## src/design/ssis_pkg.sv

```systemverilog
// Package of constants and types for the sequence input selector.
package ssis_pkg;

  // ****************************************
  // Terminal assignment codes
  // ****************************************
  localparam logic [4:0] FN_RUN = 5'h01;    // Servo on.
  localparam logic [4:0] FN_AR0 = 5'h09;    // Anti-resonance select bit 0.
  localparam logic [4:0] FN_AR1 = 5'h0a;    // Anti-resonance select bit 1.
  localparam logic [4:0] FN_INH = 5'h0b;    // Command pulse inhibit.
  localparam logic [4:0] FN_CP0 = 5'h0c;    // Pulse compensation select bit 0.
  localparam logic [4:0] FN_CP1 = 5'h0d;    // Pulse compensation select bit 1.
  localparam logic [4:0] FN_MSW = 5'h0e;    // Control mode switching.
  localparam logic [4:0] FN_FWD = 5'h0f;    // Jog forward.
  localparam logic [4:0] FN_REV = 5'h10;    // Jog reverse.
  localparam logic [4:0] FN_SS0 = 5'h11;    // Speed step select bit 0.
  localparam logic [4:0] FN_SS1 = 5'h12;    // Speed step select bit 1.

  // ****************************************
  // Register byte offsets
  // ****************************************
  localparam logic [7:0] OFS_MODE = 8'h00;      // Control mode parameter.
  localparam logic [7:0] OFS_ANTIRES = 8'h04;   // Four anti-resonance words.
  localparam logic [7:0] OFS_COMP = 8'h14;      // Four compensation words.
  localparam logic [7:0] OFS_STEP = 8'h24;      // Three step speed words.
  localparam logic [7:0] OFS_GAIN = 8'h30;      // Analog speed gain ratio.
  localparam logic [7:0] OFS_MAXSPD = 8'h34;    // Maximum motor speed.
  localparam logic [7:0] OFS_MAP_LO = 8'h38;    // Terminals 0 to 3 codes.
  localparam logic [7:0] OFS_MAP_HI = 8'h3c;    // Terminals 4 to 7 codes.
  localparam logic [7:0] OFS_STATUS = 8'h40;    // Live selection status.
  localparam logic [7:0] OFS_SPEED = 8'h44;     // Live jog speed.

  // ****************************************
  // Reset values and limits
  // ****************************************
  localparam logic [2:0] RST_MODE = 3'h0;       // Fixed position control.
  localparam logic [15:0] FREQ_OFF = 16'h07d0;  // 200.0 Hz in 0.1 Hz units.
  localparam logic [15:0] RST_COMP = 16'h0001;  // Unity compensation.
  localparam logic [15:0] RST_STEP = 16'h0064;  // Step speed in r/min.
  localparam logic [15:0] RST_GAIN = 16'h1000;  // Ratio 1.0, 12 fraction bits.
  localparam logic [15:0] RST_MAXSPD = 16'h0bb8; // Maximum speed in r/min.
  localparam int GAIN_FRAC = 12;                // Fraction bits of the gain.
  localparam int ANA_FRAC = 13;                 // Full scale of a 14-bit code.
  localparam int ANA_W = 14;                    // Analog code width.

  // ****************************************
  // Types
  // ****************************************
  typedef enum logic [1:0] {MODE_POS, MODE_SPD, MODE_TRQ} ssis_mode_type;
  typedef enum logic [1:0] {JOG_IDLE, JOG_FWD, JOG_REV} ssis_jog_type;

endpackage

```

## src/design/ssis_sync.sv

```systemverilog
// Three-stage input synchroniser with agreement filter.
`timescale 1ns/100ps
module ssis_sync #(
  parameter int W = 8
) (
  // Clock and reset.
  input wire logic clk,
  input wire logic rst_b,
  // Asynchronous inputs and filtered outputs.
  input wire logic [W-1:0] d,
  output logic [W-1:0] q
);

  // ****************************************
  // Synchroniser stages
  // ****************************************
  logic [W-1:0] s1_r, s2_r, s3_r; // Stage one is read only by stage two.
  logic [W-1:0] q_nxt;            // Next filtered value.

  // A bit changes only once the second and third stages agree.
  always_comb begin
    for (int i = 0; i < W; i++) begin
      q_nxt[i] = (s2_r[i] == s3_r[i]) ? s3_r[i] : q[i];
    end
  end

  // Register the stages and the filtered value.
  always_ff @(posedge clk or negedge rst_b) begin
    if (!rst_b) begin
      s1_r <= '0;
      s2_r <= '0;
      s3_r <= '0;
      q <= '0;
    end else begin
      s1_r <= d;
      s2_r <= s1_r;
      s3_r <= s2_r;
      q <= q_nxt;
    end
  end

endmodule

```

## src/design/ssis_selector.sv

```systemverilog
// Sequence input selector: terminal decode, selections, jog and APB registers.
// Summary of operation
// - Two bits pick anti-resonance word 0-3.
// - Unmapped select bits leave word 0 active.
// - Frequency 200.0 Hz disables anti-resonance.
// - Select bits use codes 9 and 10.
// - Inhibit blocks pulses, enables jog in position.
// - Unmapped inhibit means pulses accepted under servo-on in position.
// - Two bits pick compensation word 0-3.
// - Compensation bits use codes 12 and 13.
// - Mode values 0-2 fix mode, ignore switch.
// - Mode values 3-5 let switch pick mode.
// - Jog runs at the selected analog or step speed when asserted, stops at once when released.
// - Both jogs: stop, or keep motion in position.
// - Torque mode follows torque command under servo-on, level jog.
// - Jogs use codes 15 and 16, unmapped off.
// - Step bits pick analog or step speeds.
// - Analog full scale gives max speed times gain.
// - Analog speed command has 14-bit resolution.
`timescale 1ns/100ps
module ssis_selector
  import ssis_pkg::*;
#(
  parameter int NUM_TERM = 8
) (
  // Clock and reset.
  input wire logic CORE_CLK,
  input wire logic RST_B,
  // APB register port.
  input wire logic PSEL,
  input wire logic PENABLE,
  input wire logic PWRITE,
  input wire logic [7:0] PADDR,
  input wire logic [31:0] PWDATA,
  output logic [31:0] PRDATA,
  output logic PREADY,
  output logic PSLVERR,
  // Sequence input terminals and analog commands.
  input wire logic [NUM_TERM-1:0] SEQ_IN,
  input wire logic [ANA_W-1:0] SPEED_CMD,
  input wire logic [ANA_W-1:0] TORQUE_CMD,
  // Selected values towards the servo loop.
  output logic [15:0] ANTIRES_FREQ,
  output logic ANTIRES_EN,
  output logic [15:0] COMP_FACTOR,
  output logic [1:0] CTRL_MODE,
  output logic PULSE_ACCEPT,
  output logic [1:0] JOG_DIR,
  output logic [15:0] JOG_SPEED,
  output logic [ANA_W-1:0] TORQUE_OUT
);

  // ****************************************
  // Decode helpers
  // ****************************************
  // True when any terminal mapped to the code is active; unmapped reads off.
  function automatic logic fn_on(input logic [4:0] code, input logic [NUM_TERM-1:0] lv,
                                 input logic [NUM_TERM-1:0][4:0] map);
    logic hit;
    hit = 1'b0;
    for (int i = 0; i < NUM_TERM; i++) begin
      hit = hit | (lv[i] & (map[i] == code));
    end
    return hit;
  endfunction

  // True when the byte address selects the given register word.
  function automatic logic at(input logic [7:0] a, input logic [7:0] ofs);
    return a == ofs;
  endfunction

  // ****************************************
  // Input synchronisation
  // ****************************************
  logic [NUM_TERM-1:0] term_lv;  // Filtered terminal levels.
  logic [ANA_W-1:0] spd_code;    // Filtered analog speed code.
  logic [ANA_W-1:0] trq_code;    // Filtered analog torque code.

  // Every terminal and analog input passes the three-stage filter; the APB signals do not.
  ssis_sync #(.W(NUM_TERM + 2 * ANA_W)) u_sync (
    .clk(CORE_CLK),
    .rst_b(RST_B),
    .d({SEQ_IN, SPEED_CMD, TORQUE_CMD}),
    .q({term_lv, spd_code, trq_code})
  );

  // ****************************************
  // Parameter registers
  // ****************************************
  logic [2:0] mode_par_r, mode_par_nxt;          // Control mode parameter.
  logic [3:0][15:0] antires_r, antires_nxt;      // Anti-resonance words.
  logic [3:0][15:0] comp_r, comp_nxt;            // Compensation words.
  logic [3:1][15:0] step_r, step_nxt;            // Step speed words.
  logic [15:0] gain_r, gain_nxt;                 // Analog gain ratio.
  logic [15:0] maxspd_r, maxspd_nxt;             // Maximum speed.
  logic [NUM_TERM-1:0][4:0] map_r, map_nxt;      // Terminal assignment codes.
  logic [31:0] rdata_r, rdata_nxt;               // Read data latch.
  logic err_r, err_nxt;                          // Error for the access.
  logic wr_en;                                   // Write takes effect.
  logic hit;                                     // Address is mapped.
  logic ro_hit;                                  // Address is read-only.
  logic [31:0] status_w;                         // Live status word.

  assign wr_en = PSEL & PENABLE & PWRITE & ~err_r;
  assign PREADY = PSEL & PENABLE;
  assign PRDATA = rdata_r;
  assign PSLVERR = PSEL & PENABLE & err_r;

  // Decode the address of the current transfer.
  always_comb begin
    ro_hit = at(PADDR, OFS_STATUS) | at(PADDR, OFS_SPEED);
    hit = ro_hit | at(PADDR, OFS_MODE) | at(PADDR, OFS_GAIN) | at(PADDR, OFS_MAXSPD)
        | at(PADDR, OFS_MAP_LO) | at(PADDR, OFS_MAP_HI);
    for (int k = 0; k < 4; k++) begin
      hit = hit | at(PADDR, OFS_ANTIRES + 8'(4 * k)) | at(PADDR, OFS_COMP + 8'(4 * k));
    end
    for (int k = 1; k < 4; k++) begin
      hit = hit | at(PADDR, OFS_STEP + 8'(4 * (k - 1)));
    end
  end

  // Setup phase latches read data and the error answer; access writes.
  always_comb begin
    mode_par_nxt = mode_par_r;
    antires_nxt = antires_r;
    comp_nxt = comp_r;
    step_nxt = step_r;
    gain_nxt = gain_r;
    maxspd_nxt = maxspd_r;
    map_nxt = map_r;
    rdata_nxt = rdata_r;
    err_nxt = err_r;
    if (PSEL && !PENABLE) begin
      // Unmapped addresses and writes to live words are refused.
      err_nxt = ~hit | (PWRITE & ro_hit);
      rdata_nxt = '0;
      if (!PWRITE) begin
        if (at(PADDR, OFS_MODE)) rdata_nxt = {29'h0, mode_par_r};
        if (at(PADDR, OFS_GAIN)) rdata_nxt = {16'h0, gain_r};
        if (at(PADDR, OFS_MAXSPD)) rdata_nxt = {16'h0, maxspd_r};
        if (at(PADDR, OFS_STATUS)) rdata_nxt = status_w;
        if (at(PADDR, OFS_SPEED)) rdata_nxt = {16'h0, JOG_SPEED};
        for (int k = 0; k < 4; k++) begin
          if (at(PADDR, OFS_ANTIRES + 8'(4 * k))) rdata_nxt = {16'h0, antires_r[k]};
          if (at(PADDR, OFS_COMP + 8'(4 * k))) rdata_nxt = {16'h0, comp_r[k]};
          if (k < NUM_TERM) begin
            if (at(PADDR, OFS_MAP_LO)) rdata_nxt[8*k +: 5] = map_r[k];
          end
          if (k + 4 < NUM_TERM) begin
            if (at(PADDR, OFS_MAP_HI)) rdata_nxt[8*k +: 5] = map_r[k+4];
          end
        end
        for (int k = 1; k < 4; k++) begin
          if (at(PADDR, OFS_STEP + 8'(4 * (k - 1)))) rdata_nxt = {16'h0, step_r[k]};
        end
      end
    end
    if (wr_en) begin
      if (at(PADDR, OFS_MODE)) mode_par_nxt = PWDATA[2:0];
      if (at(PADDR, OFS_GAIN)) gain_nxt = PWDATA[15:0];
      if (at(PADDR, OFS_MAXSPD)) maxspd_nxt = PWDATA[15:0];
      for (int k = 0; k < 4; k++) begin
        if (at(PADDR, OFS_ANTIRES + 8'(4 * k))) antires_nxt[k] = PWDATA[15:0];
        if (at(PADDR, OFS_COMP + 8'(4 * k))) comp_nxt[k] = PWDATA[15:0];
        if (k < NUM_TERM && at(PADDR, OFS_MAP_LO)) map_nxt[k] = PWDATA[8*k +: 5];
        if (k + 4 < NUM_TERM && at(PADDR, OFS_MAP_HI)) map_nxt[k+4] = PWDATA[8*k +: 5];
      end
      for (int k = 1; k < 4; k++) begin
        if (at(PADDR, OFS_STEP + 8'(4 * (k - 1)))) step_nxt[k] = PWDATA[15:0];
      end
    end
  end

  // Register the parameter file; all terminals start unassigned.
  always_ff @(posedge CORE_CLK or negedge RST_B) begin
    if (!RST_B) begin
      mode_par_r <= RST_MODE;
      antires_r <= {4{FREQ_OFF}};
      comp_r <= {4{RST_COMP}};
      step_r <= {3{RST_STEP}};
      gain_r <= RST_GAIN;
      maxspd_r <= RST_MAXSPD;
      map_r <= '0;
      rdata_r <= '0;
      err_r <= 1'b0;
    end else begin
      mode_par_r <= mode_par_nxt;
      antires_r <= antires_nxt;
      comp_r <= comp_nxt;
      step_r <= step_nxt;
      gain_r <= gain_nxt;
      maxspd_r <= maxspd_nxt;
      map_r <= map_nxt;
      rdata_r <= rdata_nxt;
      err_r <= err_nxt;
    end
  end

  // ****************************************
  // Function decode and selection
  // ****************************************
  logic f_run, f_inh, f_msw, f_fwd, f_rev; // Decoded function levels.
  logic [1:0] ar_sel, cp_sel, ss_sel;       // Decoded two-bit selections.
  logic fwd_d_r;                            // Previous jog forward level.
  logic rev_d_r;                            // Previous jog reverse level.
  ssis_mode_type mode_now;                  // Mode picked this cycle.
  ssis_jog_type jog_r, jog_nxt;             // Jog motion state.
  logic signed [47:0] ana_prod;             // Analog code times speed and gain.
  logic [15:0] ana_spd;                     // Scaled analog speed.
  logic [15:0] spd_pick;                    // Selected speed magnitude.
  logic [15:0] ar_nxt, cp_nxt, spd_nxt;     // Next output words.
  logic [ANA_W-1:0] trq_nxt;                // Next torque output.
  logic pulse_nxt;                          // Next pulse acceptance.

  always_comb begin
    f_run = fn_on(FN_RUN, term_lv, map_r);
    f_inh = fn_on(FN_INH, term_lv, map_r);
    f_msw = fn_on(FN_MSW, term_lv, map_r);
    f_fwd = fn_on(FN_FWD, term_lv, map_r);
    f_rev = fn_on(FN_REV, term_lv, map_r);
    ar_sel = {fn_on(FN_AR1, term_lv, map_r), fn_on(FN_AR0, term_lv, map_r)};
    cp_sel = {fn_on(FN_CP1, term_lv, map_r), fn_on(FN_CP0, term_lv, map_r)};
    ss_sel = {fn_on(FN_SS1, term_lv, map_r), fn_on(FN_SS0, term_lv, map_r)};
  end

  // Mode from the parameter; the switch only counts for values 3 to 5.
  always_comb begin
    case (mode_par_r)
      3'h1: mode_now = MODE_SPD;
      3'h2: mode_now = MODE_TRQ;
      3'h3: mode_now = f_msw ? MODE_SPD : MODE_POS;
      3'h4: mode_now = f_msw ? MODE_TRQ : MODE_POS;
      3'h5: mode_now = f_msw ? MODE_TRQ : MODE_SPD;
      default: mode_now = MODE_POS;
    endcase
  end

  // Jog state: edge start in position, level control elsewhere.
  always_comb begin
    jog_nxt = jog_r;
    if (mode_now == MODE_POS) begin
      // Jog needs the inhibit asserted by the host first.
      if (!f_inh) begin
        jog_nxt = JOG_IDLE;
      end else begin
        case (jog_r)
          JOG_IDLE: begin
            if (f_fwd && !fwd_d_r && !f_rev) jog_nxt = JOG_FWD;
            else if (f_rev && !rev_d_r && !f_fwd) jog_nxt = JOG_REV;
          end
          JOG_FWD: if (!f_fwd) jog_nxt = JOG_IDLE;
          JOG_REV: if (!f_rev) jog_nxt = JOG_IDLE;
          default: jog_nxt = JOG_IDLE;
        endcase
      end
    end else begin
      // Levels decide directly; both together stop the motor.
      case ({f_fwd, f_rev})
        2'b10: jog_nxt = JOG_FWD;
        2'b01: jog_nxt = JOG_REV;
        default: jog_nxt = JOG_IDLE;
      endcase
    end
  end

  // Speed: analog command scaled by maximum speed and gain, or a step.
  always_comb begin
    ana_prod = $signed(spd_code) * $signed({1'b0, maxspd_r}) * $signed({1'b0, gain_r});
    ana_spd = 16'(ana_prod >>> (ANA_FRAC + GAIN_FRAC));
    spd_pick = (ss_sel == 2'b00) ? ana_spd : step_r[ss_sel];
    case (jog_nxt)
      JOG_FWD: spd_nxt = spd_pick;
      JOG_REV: spd_nxt = 16'(-spd_pick);
      default: spd_nxt = 16'h0000;
    endcase
    ar_nxt = antires_r[ar_sel];
    cp_nxt = comp_r[cp_sel];
    trq_nxt = (mode_now == MODE_TRQ && f_run) ? trq_code : '0;
    pulse_nxt = (mode_now == MODE_POS) & f_run & ~f_inh;
  end

  // Outputs change only on the clock, so each selection is glitch free.
  always_ff @(posedge CORE_CLK or negedge RST_B) begin
    if (!RST_B) begin
      jog_r <= JOG_IDLE;
      fwd_d_r <= 1'b0;
      rev_d_r <= 1'b0;
      ANTIRES_FREQ <= FREQ_OFF;
      COMP_FACTOR <= RST_COMP;
      CTRL_MODE <= MODE_POS;
      PULSE_ACCEPT <= 1'b0;
      JOG_SPEED <= 16'h0000;
      TORQUE_OUT <= '0;
    end else begin
      jog_r <= jog_nxt;
      fwd_d_r <= f_fwd;
      rev_d_r <= f_rev;
      ANTIRES_FREQ <= ar_nxt;
      COMP_FACTOR <= cp_nxt;
      CTRL_MODE <= mode_now;
      PULSE_ACCEPT <= pulse_nxt;
      JOG_SPEED <= spd_nxt;
      TORQUE_OUT <= trq_nxt;
    end
  end

  assign ANTIRES_EN = (ANTIRES_FREQ != FREQ_OFF);
  assign JOG_DIR = {jog_r == JOG_REV, jog_r == JOG_FWD};
  assign status_w = {20'h0, ss_sel, cp_sel, ar_sel, ANTIRES_EN, PULSE_ACCEPT,
                     JOG_DIR, CTRL_MODE};
endmodule

```

## config.mk

```make
export PLATFORM = sky130hd
export DESIGN_NAME = ssis_selector
export DESIGN_NICKNAME = d
export VERILOG_FILES = /design/src/design/ssis_pkg.sv /design/src/design/ssis_sync.sv /design/src/design/ssis_selector.sv
export SDC_FILE = /design/constraint.sdc
export NUM_CORES = 2
export LEC_CHECK = 0
export BUFFER_PORTS_ARGS = -buffer_cell sky130_fd_sc_hd__buf_2
export CORE_MARGIN = 2
export CORE_UTILIZATION = 40
export DETAILED_ROUTE_END_ITERATION = 10
export PLACE_DENSITY = 0.53
export SKIP_LAST_GASP = 1
export SLEW_MARGIN = 10
export SYNTH_ARGS = -nofsm -noshare
export SYNTH_HDL_FRONTEND = slang
export SYNTH_SLANG_ARGS = --single-unit
export TNS_END_PERCENT = 1
```

## constraint.sdc

```tcl
create_clock -name CORE_CLK -period 33.8 [get_ports CORE_CLK]
set_input_delay 6.76 -clock CORE_CLK [delete_from_list [all_inputs] [get_ports CORE_CLK]]
set_output_delay 6.76 -clock CORE_CLK [all_outputs]
set_load 0.02 [all_outputs]
```

==> metrics.md <==
| Metric | Value |
|---|---|
| HPWL after DPL | `97.1 mm` |
| Share of the synthesized area in the top cell type | `26.3%` |
| Syn-to-layout area delta | `9.48%` |
| R2R depth | `43` |
| DRT Pass-1 Iters | `6` |
| WP data arrival | `7.19 ns` |
| Clk buf depth | `3` |
| Drt via density | `5.30` |
| Site Rows | `122` |
| Gpl congestion | `0.909` |
| Sink Count | `491` |
| Slowest stage delay, CP | `0.16 ns` |
| DRC violations left | `0` |
| Total vias in the final route | `31,746` |
| Status | `completed` |
| Synth Area in Compound Gates | `7.46%` |
| Die ar. | `113,000 sq um` |
| Die Wd | `337 microns` |
| Sequential fraction of the synthesis area | `27.9%` |
| Max-Cap Viols | `0` |
| Maximum vdd ir drop | `39.3 uV` |
| Pin count of the biggest net entering global routing | `166` |
| Ranking of synthesized cells by area | `fa_1 (26%), dfrtp_1 (25%), mux2_2 (6.8%)` |
| WP data required | `27.04 ns` |
| Vias in the first global route | `33,306` |
| Fin Setup TNS | `0 ns` |
| Htree depth | `2` |
| Initial antenna violation count | `9` |
| Worst Hold Class | `register to register` |
| Fraction of registers with async set or reset after synthesis | `100%` |
| FF-to-FF Start | `u_sync.q[16]` |
| CTS root buf | `clkbuf_16` |
| Setup WS pre-CTS | `19.86 ns` |
| Final Hold Viols | `0` |
| CTS tree | `yes` |
| Pwr Total | `1.36 mW` |
| Wire per inst | `21.8 microns` |
| Combinational family with the most area after synthesis | `adder cells` |
| Max frequency | `0.0717 GHz` |
| Final WL | `131 mm` |
| Pleak | `24.0 nW` |
| First-pass GRT wire length | `206 mm` |
| Synth Flop Type | `dfrtp_1` |
| Slowest-stage cell, CP | `and2_1` |
| Post-synthesis mux area share | `7.93%` |
| Adder-Cell Fraction of Synth Area | `33.1%` |
| Remaining Overflow, GRT | `0` |
| PnR worst setup slack | `19.85 ns` |
| Worst Skew | `0.0340 ns` |
| Fill cells | `10,843` |
| Pwr Density | `28.1 nW/um^2` |
| CP Class | `primary input to output pin` |
| #FFs+latches synth | `491` |
| Initial DRC count | `1,949` |
| Xor/xnor cell area share of the yosys netlist | `1.29%` |
| Count leader, synth | `inv_1` |
| Layout Nets | `5,340` |
| Final setup violation count | `0` |
| Reg clk slew, reported paths | `0.06 ns` |
| # IOs | `183` |
| Syn Inst Count | `4,398` |
| Commonest cells post-synth | `inv_1 (746), fa_1 (582), nand2_1 (491), dfrtp_1 (439), and2_1 (326)` |
| Startpoint types | `primary input` |
| CP endpoint kind | `output pin` |
| Period utilization | `41.3%` |
| Post-synth EDFFs | `0` |
| Cells along the critical path | `buf_2 > and2_1 > buf_2` |
| Avg Inst Size Synth | `10.1 sq um` |
| Final Cell Area | `48,500 sq um` |
| Post-Synth Simple-Gate Area | `13.9%` |
| Max-slew headroom | `17.9%` |
| Cell taking the most area after synthesis | `fa_1` |
| Routed Antenna Nets | `0` |
| Hold Path Depth | `0` |
| Share of layout cells above drive strength 1 | `15.4%` |
| Initial Util | `40.2%` |
| Worst-margin pin slew | `1.23 ns` |
| Netlist cell types | `84` |
| Beginning of the critical path | `PENABLE` |
| PostCTS Resize Cnt | `0` |
| Mapped Area | `44,300 sq um` |
| Ant. Diodes | `0` |
| Tmin final | `13.95 ns` |
| Worst-Skew Late Latency | `0.62 ns` |
| RSZ-0062 raised after global routing | `no` |
| Final Max Slew Viols | `0` |
| Postcts setup bufs | `0` |
| Most frequent CP cell | `buf_2` |
| TritonCTS buffer count | `51` |
| Hold slack | `0.339 ns` |
| Crit-path max FO | `3` |
| Port Buf Inserts | `170` |
| Area post-placement | `46,700 sq um` |
| Hold path startpoint | `u_sync.s1_r[22]` |
| Core area | `110,000 sq um` |
| FF-to-FF setup slack | `19.93 ns` |
| Tot GR Track Use | `23.8%` |
| R2r endpoint | `JOG_SPEED[15]` |
| Yosys warning count | `0` |
| Hold Path End | `u_sync.s2_r[22]` |
| Cts hold-fix bufs | `0` |
| Die Ht | `337 microns` |
power breakdown:
group,total [mW],internal [mW],switching [mW]
logic,0.151,0.0490,0.102
registers,0.622,0.603,0.0192
clock network,0.588,0.337,0.252
total,1.36,0.988,0.373
placed cells by master (no fill, tap or decap), types with 62 or more instances in the layout:
| master | Yosys | final |
|---|---|---|
| dfrtp_1 | 439 | 427 |
| and2_1 | 326 | 326 |
| ha_1 | 213 | 213 |
| nor2_1 | 153 | 148 |
| buf_2 | 8 | 169 |
| nor2b_1 | 62 | 62 |
| a21oi_1 | 127 | 126 |
| fa_1 | 582 | 582 |
| nand2_1 | 491 | 490 |
| o21ai_0 | 72 | 72 |
| inv_1 | 746 | 746 |
| mux2_2 | 269 | 269 |
| buf_4 | 8 | 64 |
flip-flops by register name, indices dropped and copies added (netlist names), 2 cells and up:
signal,count
ANTIRES_FREQ,16
mode_par_r,3
step_r,48
map_r,40
u_sync.s1_r,36
u_sync.q,36
u_sync.s3_r,36
PRDATA,26
JOG_SPEED,16
CTRL_MODE,2
antires_r,64
comp_r,64
maxspd_r,16
jog_r,2
u_sync.s2_r,36
gain_r,16
COMP_FACTOR,16
TORQUE_OUT,14
worst max-delay path by stage:
stage	end	depth (start not counted)
global placement	PREADY	3
CTS	PREADY	3
floorplan	PSLVERR	1
global route	JOG_SPEED[15]	45
detailed placement	PREADY	3
finish	PREADY	3
area by class of cell:
type                    instances  area [sq um]  share of cell area, %
multi-input cells            2938         28300                   58.5
flip-flops and latches        491         12400                   25.5
inverters                     747          2800                   5.78
well taps                    1488          1860                   3.84
clock buffers                  71          1470                   3.04
repair buffers                235          1360                   2.81
clock inverters                21           264                  0.545
kinds of logic after synthesis:
family	count (synthesis)
compound gates	488
fa+ha+maj	831
simple gates	1234
flops	491
buf+inv	974
mux	317
xor+xnor	62
other cells	1
critical path, delay by kind of cell:
| kind | cells | cell delay [ns] |
|---|---|---|
| simple gates | 1 | 0.16 |
| buf+inv | 2 | 0.26 |
through the flow:
stage	std cells	utilization [%]
global placement	5899	42.4
global route	5991	44.0
CTS	5991	44.0
finish	5991	44.0
floorplan	4403	-
detailed placement	5899	42.4
layer usage:
layer  global-route usage, %  share of wire [%]  vias to the layer above
li1                        -                  -                    14145
met1                    32.9                 44                    16502
met2                    39.7                 48                      900
met3                    2.91                5.3                      193
met4                    6.04                2.6                        6
met5                       0              0.021                        -
No activity file was read; power rests on OpenSTA's default activity.
